`src/shared/bmv_pkg.sv`:
```
// package: constants and carrier types for the memory and vga forwarding decoder
package bmv_pkg;
   // register offsets in configuration space
   localparam logic [7:0]  OFS_NP_BASE      = 8'h20;
   localparam logic [7:0]  OFS_NP_LIMIT     = 8'h22;
   localparam logic [7:0]  OFS_PF_BASE      = 8'h24;
   localparam logic [7:0]  OFS_PF_LIMIT     = 8'h26;
   localparam logic [7:0]  OFS_PF_BASE_UP   = 8'h28;
   localparam logic [7:0]  OFS_PF_LIMIT_UP  = 8'h2c;
   // window field layout and fixed low nibbles
   localparam int          WIN_HI           = 15;
   localparam int          WIN_LO           = 4;
   localparam logic [3:0]  NP_LOW_NIBBLE    = 4'h0;
   localparam logic [3:0]  PF_LOW_NIBBLE    = 4'h1;
   localparam logic [19:0] BASE_FILL        = 20'h00000;
   localparam logic [19:0] LIMIT_FILL       = 20'hfffff;
   // reset values of the 12-bit window fields (base 0, limit 000f_ffff)
   localparam logic [11:0] WIN_BASE_RST     = 12'h000;
   localparam logic [11:0] WIN_LIMIT_RST    = 12'h000;
   localparam logic [31:0] UPPER_RST        = 32'h0000_0000;
   // vga frame buffer bounds
   localparam logic [31:0] VGA_FB_LO        = 32'h000a_0000;
   localparam logic [31:0] VGA_FB_HI        = 32'h000b_ffff;
   // vga i/o ranges, 10-bit aliased port numbers
   localparam logic [9:0]  VGA_IO_A_LO      = 10'h3b0;
   localparam logic [9:0]  VGA_IO_A_HI      = 10'h3bb;
   localparam logic [9:0]  VGA_IO_B_LO      = 10'h3c0;
   localparam logic [9:0]  VGA_IO_B_HI      = 10'h3df;
   localparam logic [9:0]  PAL_PORT_0       = 10'h3c6;
   localparam logic [9:0]  PAL_PORT_1       = 10'h3c8;
   localparam logic [9:0]  PAL_PORT_2       = 10'h3c9;

   // bus command kinds seen by the decoder
   typedef enum logic [2:0] {
      BMV_CMD_MEM_RD, BMV_CMD_MEM_RD_LINE, BMV_CMD_MEM_RD_MULT,
      BMV_CMD_MEM_WR, BMV_CMD_IO_RD, BMV_CMD_IO_WR
   } bmv_cmd_t;

   // one transaction to decode
   typedef struct packed {
      logic        valid;
      logic        secondary;   // initiated on secondary bus
      bmv_cmd_t    cmd;
      logic        dac;         // dual address cycle
      logic [63:0] addr;
   } bmv_req_t;

   // decode result
   typedef struct packed {
      logic valid;
      logic fwd_down;
      logic fwd_up;
      logic claim;             // assert devsel on the initiating bus
      logic prefetch_ok;
      logic single_phase;
   } bmv_dec_t;

   // configuration write/read port
   typedef struct packed {
      logic        wr;
      logic        rd;
      logic [7:0]  offset;
      logic [31:0] wdata;
      logic [3:0]  be;
   } bmv_cfg_t;

   // all state of the decoder except the byte enable register
   typedef struct packed {
      logic [11:0] np_base;
      logic [11:0] np_limit;
      logic [11:0] pf_base;
      logic [11:0] pf_limit;
      logic [31:0] pf_base_up;
      logic [31:0] pf_limit_up;
      logic [31:0] rdata;
      bmv_dec_t    dec;
   } bmv_state_t;
endpackage

```
`src/core/bmv_decoder.sv`:
```
// memory and vga forwarding decoder of a two-port bus bridge
`timescale 1ns/10ps
module bmv_decoder
   import bmv_pkg::*;
(
   input  wire logic        clk,
   input  wire logic        rst,
   input  wire bmv_cfg_t    cfg,
   output logic [31:0]      cfg_rdata,
   input  wire logic        mem_enable,
   input  wire logic        master_enable,
   input  wire logic        vga_enable,
   input  wire logic        vga_snoop,
   input  wire bmv_req_t    req,
   input  wire logic [3:0]  req_be,
   output bmv_dec_t         dec,
   output logic [3:0]       fwd_be
);
   bmv_state_t s_r;
   bmv_state_t s_nxt;

   // ************************************************************
   // address windows
   // ************************************************************
   logic [63:0] np_lo, np_hi, pf_lo, pf_hi, a64;
   logic        np_on, pf_on, np_hit, pf_hit;
   logic        is_mem, is_io, is_rd, fb_hit, io_ok, vga_io_hit, pal_hit;
   logic [9:0]  port;
   logic        vga_claim;

   // expand windows to full addresses
   always_comb begin
      np_lo = {32'h0, s_r.np_base, BASE_FILL};
      np_hi = {32'h0, s_r.np_limit, LIMIT_FILL};
      pf_lo = {s_r.pf_base_up, s_r.pf_base, BASE_FILL};
      pf_hi = {s_r.pf_limit_up, s_r.pf_limit, LIMIT_FILL};
      a64   = req.dac ? req.addr : {32'h0, req.addr[31:0]};
   end

   // enable checks and hit detection
   always_comb begin
      np_on  = (np_lo <= np_hi);
      pf_on  = (pf_lo <= pf_hi);
      np_hit = np_on && !req.dac && a64 >= np_lo && a64 <= np_hi;
      pf_hit = pf_on && a64 >= pf_lo && a64 <= pf_hi;
   end

   // command classes
   always_comb begin
      is_mem = (req.cmd == BMV_CMD_MEM_RD) || (req.cmd == BMV_CMD_MEM_RD_LINE) ||
               (req.cmd == BMV_CMD_MEM_RD_MULT) || (req.cmd == BMV_CMD_MEM_WR);
      is_io  = (req.cmd == BMV_CMD_IO_RD) || (req.cmd == BMV_CMD_IO_WR);
      is_rd  = is_mem && (req.cmd != BMV_CMD_MEM_WR);
   end

   // vga regions; bios region at c0000h lies outside and is not matched
   always_comb begin
      fb_hit     = !req.dac && req.addr[31:0] >= VGA_FB_LO &&
                   req.addr[31:0] <= VGA_FB_HI;
      port       = req.addr[9:0];                             // bits 15:10 ignored
      io_ok      = (req.addr[31:16] == 16'h0000);
      vga_io_hit = io_ok && ((port >= VGA_IO_A_LO && port <= VGA_IO_A_HI) ||
                             (port >= VGA_IO_B_LO && port <= VGA_IO_B_HI));
      pal_hit    = io_ok && req.cmd == BMV_CMD_IO_WR &&
                   (port == PAL_PORT_0 || port == PAL_PORT_1 ||
                    port == PAL_PORT_2);
      // vga mode wins over snoop when both set
      vga_claim  = vga_enable ? ((is_mem && fb_hit) || (is_io && vga_io_hit))
                              : (vga_snoop && pal_hit);
   end

   // ************************************************************
   // state update: registers and decode result
   // ************************************************************
   always_comb begin
      logic in_win;
      in_win = 1'b0;
      s_nxt = s_r;
      // configuration writes, byte enables honoured
      if (cfg.wr) begin
         unique case (cfg.offset)
            OFS_NP_BASE: begin
               if (cfg.be[0]) s_nxt.np_base[3:0]  = cfg.wdata[7:4];
               if (cfg.be[1]) s_nxt.np_base[11:4] = cfg.wdata[15:8];
               if (cfg.be[2]) s_nxt.np_limit[3:0]  = cfg.wdata[23:20];
               if (cfg.be[3]) s_nxt.np_limit[11:4] = cfg.wdata[31:24];
            end
            OFS_PF_BASE: begin
               if (cfg.be[0]) s_nxt.pf_base[3:0]  = cfg.wdata[7:4];
               if (cfg.be[1]) s_nxt.pf_base[11:4] = cfg.wdata[15:8];
               if (cfg.be[2]) s_nxt.pf_limit[3:0]  = cfg.wdata[23:20];
               if (cfg.be[3]) s_nxt.pf_limit[11:4] = cfg.wdata[31:24];
            end
            OFS_PF_BASE_UP: begin
               for (int i = 0; i < 4; i++)
                  if (cfg.be[i]) s_nxt.pf_base_up[i*8 +: 8] = cfg.wdata[i*8 +: 8];
            end
            OFS_PF_LIMIT_UP: begin
               for (int i = 0; i < 4; i++)
                  if (cfg.be[i]) s_nxt.pf_limit_up[i*8 +: 8] = cfg.wdata[i*8 +: 8];
            end
            default: ;
         endcase
      end
      // configuration reads, low nibbles fixed
      if (cfg.rd) begin
         unique case (cfg.offset)
            OFS_NP_BASE:     s_nxt.rdata = {s_r.np_limit, NP_LOW_NIBBLE,
                                            s_r.np_base, NP_LOW_NIBBLE};
            OFS_PF_BASE:     s_nxt.rdata = {s_r.pf_limit, PF_LOW_NIBBLE,
                                            s_r.pf_base, PF_LOW_NIBBLE};
            OFS_PF_BASE_UP:  s_nxt.rdata = s_r.pf_base_up;
            OFS_PF_LIMIT_UP: s_nxt.rdata = s_r.pf_limit_up;
            default:         s_nxt.rdata = 32'h0;
         endcase
      end
      // forwarding decision
      in_win = (is_mem && (np_hit || pf_hit)) || vga_claim;
      s_nxt.dec.valid    = req.valid && (is_mem || (is_io && vga_claim));
      s_nxt.dec.fwd_down = req.valid && !req.secondary && in_win &&
                           (is_mem ? mem_enable : 1'b1);
      s_nxt.dec.fwd_up   = req.valid && req.secondary && is_mem && !in_win &&
                           master_enable;
      s_nxt.dec.claim    = s_nxt.dec.fwd_down || s_nxt.dec.fwd_up;
      // prefetch: never in the vga frame buffer, else prefetch window and upstream any read, others line/multiple only
      s_nxt.dec.prefetch_ok = is_rd && (s_nxt.dec.fwd_down || s_nxt.dec.fwd_up) &&
                              !(vga_claim && is_mem) &&
                              (pf_hit || (req.secondary && !np_hit) ||
                               req.cmd != BMV_CMD_MEM_RD);
      s_nxt.dec.single_phase = is_rd && s_nxt.dec.claim && !s_nxt.dec.prefetch_ok;
   end

   // register the whole state
   always_ff @(posedge clk) begin
      if (rst) begin
         s_r             <= '0;
         s_r.np_base     <= WIN_BASE_RST;
         s_r.np_limit    <= WIN_LIMIT_RST;
         s_r.pf_base     <= WIN_BASE_RST;
         s_r.pf_limit    <= WIN_LIMIT_RST;
         s_r.pf_base_up  <= UPPER_RST;
         s_r.pf_limit_up <= UPPER_RST;
      end else begin
         s_r <= s_nxt;
      end
   end

   // byte enables passed through to target bus
   logic [3:0] be_r;
   always_ff @(posedge clk) begin
      if (rst) be_r <= 4'h0;
      else     be_r <= req_be;
   end

   assign dec       = s_r.dec;
   assign cfg_rdata = s_r.rdata;
   assign fwd_be    = be_r;
endmodule

```
`config.mk`:
```
export PLATFORM = sky130hd
export DESIGN_NAME = bmv_decoder
export DESIGN_NICKNAME = d
export VERILOG_FILES = /design/src/shared/bmv_pkg.sv /design/src/core/bmv_decoder.sv
export SDC_FILE = /design/constraint.sdc
export NUM_CORES = 1
export LEC_CHECK = 0
export ABC_AREA = 1
export BUFFER_PORTS_ARGS = -buffer_cell sky130_fd_sc_hd__buf_4
export CAP_MARGIN = 40
export CELL_PAD_IN_SITES_DETAIL_PLACEMENT = 1
export CELL_PAD_IN_SITES_GLOBAL_PLACEMENT = 1
export CORE_ASPECT_RATIO = 0.5
export CORE_MARGIN = 2
export CORE_UTILIZATION = 25
export DETAILED_ROUTE_END_ITERATION = 8
export GPL_TIMING_DRIVEN = 0
export PLACE_DENSITY = 0.51
export RECOVER_POWER = 100
export SKIP_CTS_REPAIR_TIMING = 1
export SLEW_MARGIN = 25
export SYNTH_ARGS = -nofsm -noshare
export SYNTH_HDL_FRONTEND = slang
export SYNTH_SLANG_ARGS = --single-unit
```
`constraint.sdc`:
```
create_clock -name clk -period 2.8 [get_ports clk]
set_input_delay 0.28 -clock clk [delete_from_list [all_inputs] [get_ports clk]]
set_output_delay 0.28 -clock clk [all_outputs]
set_load 0.005 [all_outputs]
```
==> impl_metrics.json <==
{
  "slowest_stage": "dfxtp_1",
  "maxCapViolations": 0,
  "finalMaxSlewViolations": 0,
  "p_seq_share_pct": 42.4,
  "hold_violations": 0,
  "fmax_mhz": 384.6,
  "power.density_nw_per_um2": 400.8,
  "power.share.switching_pct": 29.63,
  "final_common_cell": "nand2_1",
  "syn_inst": 1469,
  "mostFrequentLayoutCells": "nand2_1 (248), a21oi_1 (226), inv_1 (196)",
  "hold_path.class": "primary input to flip-flop",
  "power.switching_mw": 1.537,
  "clk_pin_slew_ns": 0.07,
  "drc": 0,
  "synth_nets": 1758,
  "crit_type": "flip-flop to flip-flop",
  "die_x_um": 292.7,
  "final_layout_size_suffix_gt1_share_pct": 13.77,
  "synthArstFlopShare_pct": 0,
  "placed_area_um2": 12360,
  "maxSlewHeadroom_pct": 38.32,
  "path_max_fanout": 3,
  "cts_tree": "yes",
  "overflow": 0,
  "grt_max_degree": 17,
  "antenna_found_initial": 4,
  "core_um2": 40730,
  "final.min_clock_period_ns": 2.600,
  "wl_met3_um": 2114,
  "seq_area_frac_synth_pct": 29.60,
  "netlist_area_um2": 10410,
  "p_leak_nw": 5.424,
  "io_buffers": 166,
  "setup_viol": 0,
  "ys_types": 35,
  "ant_nets": 0,
  "comb_power_share_pct": 15.3,
  "finalPower_mw": 5.188,
  "start_util_pct": 25.57,
  "fin_skew_ns": 0.008785,
  "ys_ff_latch": 154,
  "dr_wl_met2_um": 20460,
  "cts_max_level": 4,
  "drt-total-wl_um": 47650,
  "drt_iter0_drc": 570,
  "clockBufferDepth": 2,
  "arrival_ns": 2.95,
  "crit_chain": "inv_1, ha_1, nand2_1, inv_1, nand3_2, nor2_1, nand3_2, nor2_1, nand3b_1, nand2_1, inv_1, nand2_1, nand3_4, nand2_1, nand2_2, nand3_1, nand2_1, nand2_1, nor2_1",
  "wl_per_cell_um": 21.55,
  "syn-mean-instance-area_um2": 7.090,
  "cp_num_buf_inv": 3,
  "cp-start-kind": "flip-flop",
  "root_buffer": "clkbuf_16",
  "synth_edf_count": 0,
  "power_frac_clock_pct": 42.3,
  "row_count": 52,
  "max_stage_delay_ns": 0.34,
  "die_h_um": 148.3,
  "synth_flop_cell": "dfxtp_1",
  "final_area_um2": 12950,
  "drt-met1-wl_um": 24310,
  "area_growth_pct": 24.30,
  "globalplace.congestion": 0.8926,
  "dr_total_vias": 11060,
  "via_per_inst": 5.001,
  "cts_made_buffers": 17,
  "routed.top_layer": "met5",
  "critPathCaptureType": "flip-flop",
  "crit_top_cell": "nand2_1",
  "first_global_vias": 11130,
  "cts_num_sinks": 154,
  "worst_hold_slack_ns": 0.03677,
  "required_ns": 3.15,
  "grt_pass1_wl_um": 69260,
  "dp_hpwl_um": 39630,
  "outcome": "finished, final reports clean",
  "drtPass1Iterations": 5,
  "ir_drop_mv": 0.4390,
  "die_area_um2": 43410,
  "worst_pin_slew_ns": 0.9167,
  "synth_warnings": 0,
  "internal-power_mw": 3.651,
  "grt_usage_pct": 21.67,
  "clk_latency_ns": 0.45,
  "crit_family": "simple AND/OR/NAND/NOR gates",
  "ios": 168,
  "fin_nets": 1947,
  "period_share_pct": 92.87
}
## tightest hold or removal path, cell delays in order
cell	delay (ns)
buf_4	0.08
inv_1	0.03
nor2_1	0.06
## power by group through the flow
stage          registers (mW)  logic (mW)  clock network [mW]
2_1_floorplan            2.25       0.362                   0
3_3_place_gp             2.25       0.751                   0
3_5_place_dp             2.25       0.776                   0
4_1_cts                  2.20       0.780                2.25
5_1_grt                  2.20       0.881                2.34
6_report                 2.20       0.794                2.20
## state kept, by name, indices dropped and copies added, names as in the netlist
signal / cells
pf_hi: 44
np_lo: 12
fwd_be: 4
dec: 6
pf_lo: 44
np_hi: 12
cfg_rdata: 32
## Yosys cell counts, types with 9 or more instances
cell type  number  area (µm²)
a21oi_1       226        1131
clkbuf_1       45       168.9
dfxtp_1       154        3083
ha_1          163        2039
inv_1         196       735.7
nand2_1       250       938.4
nand2_2         9       56.30
nand3_1        25       125.1
nand4_1        33       206.5
nor2_1         77       289.0
nor3_1         18       90.09
nor4_1          9       56.30
o21ai_0       163       815.8
o22ai_1        55       344.1
## layout make-up
| class | instances | area [µm²] |
|---|---|---|
| diodes | 1 | 2.502 |
| well taps | 540 | 675.6 |
| plain buffers | 51 | 225.2 |
| multi-input cells | 1061 | 6416 |
| fillers | 5089 | 27780 |
| repair buffers | 170 | 1259 |
| clock inverters | 9 | 68.82 |
| flip-flops and latches | 154 | 3083 |
| clock buffers | 22 | 454.2 |
| inverters | 203 | 762.0 |
## path summary, 6_finish.rpt
kind	start	endpoint	slack [ns]	cells past startpoint
worst max-delay path	pf_lo[39]	dec[1]	0.20	19
worst min-delay path	req_be[1]	fwd_be[1]	0.04	3
worst max register to register	pf_lo[39]	dec[1]	0.20	19
worst min register to register	cfg_rdata[21]	cfg_rdata[21]	0.46	2
## metrics by stage
step | utilization, % | instances | setup TNS (ns) | setup WS [ns]
final | 31.79 | 2211 | 0 | 0.1997
after global routing | 31.78 | 2210 | -0.04198 | -0.02184
after CTS | 31.63 | 2208 | -1.723 | -0.4011
after detailed placement | 30.35 | 2177 | -3.413 | -0.7412
after global placement | 30.29 | 2175 | -3.381 | -0.7313
after floorplan | - | 1469 | 0 | 0.6161
## cell families (layout without fill, tap and decap cells)
| family | Yosys count | after routing | share of synthesized area, % |
|---|---|---|---|
| AO/OA/AOI/OAI | 461 | 461 | 23.28 |
| adder cells (fa/ha/maj) | 163 | 163 | 19.58 |
| other | 0 | 1 | 0 |
| AND/OR/NAND/NOR | 437 | 437 | 18.06 |
| buffers and inverters | 254 | 455 | 9.479 |
| flip-flops | 154 | 154 | 29.60 |
## layer usage
metal  up-vias  global-route usage [%]
met5         -                       0
met4         2                   5.385
met2       228                   33.73
met3        40                   3.078
li1       5403                       -
met1      5385                   31.39
Power figures use the tool's default switching activity.
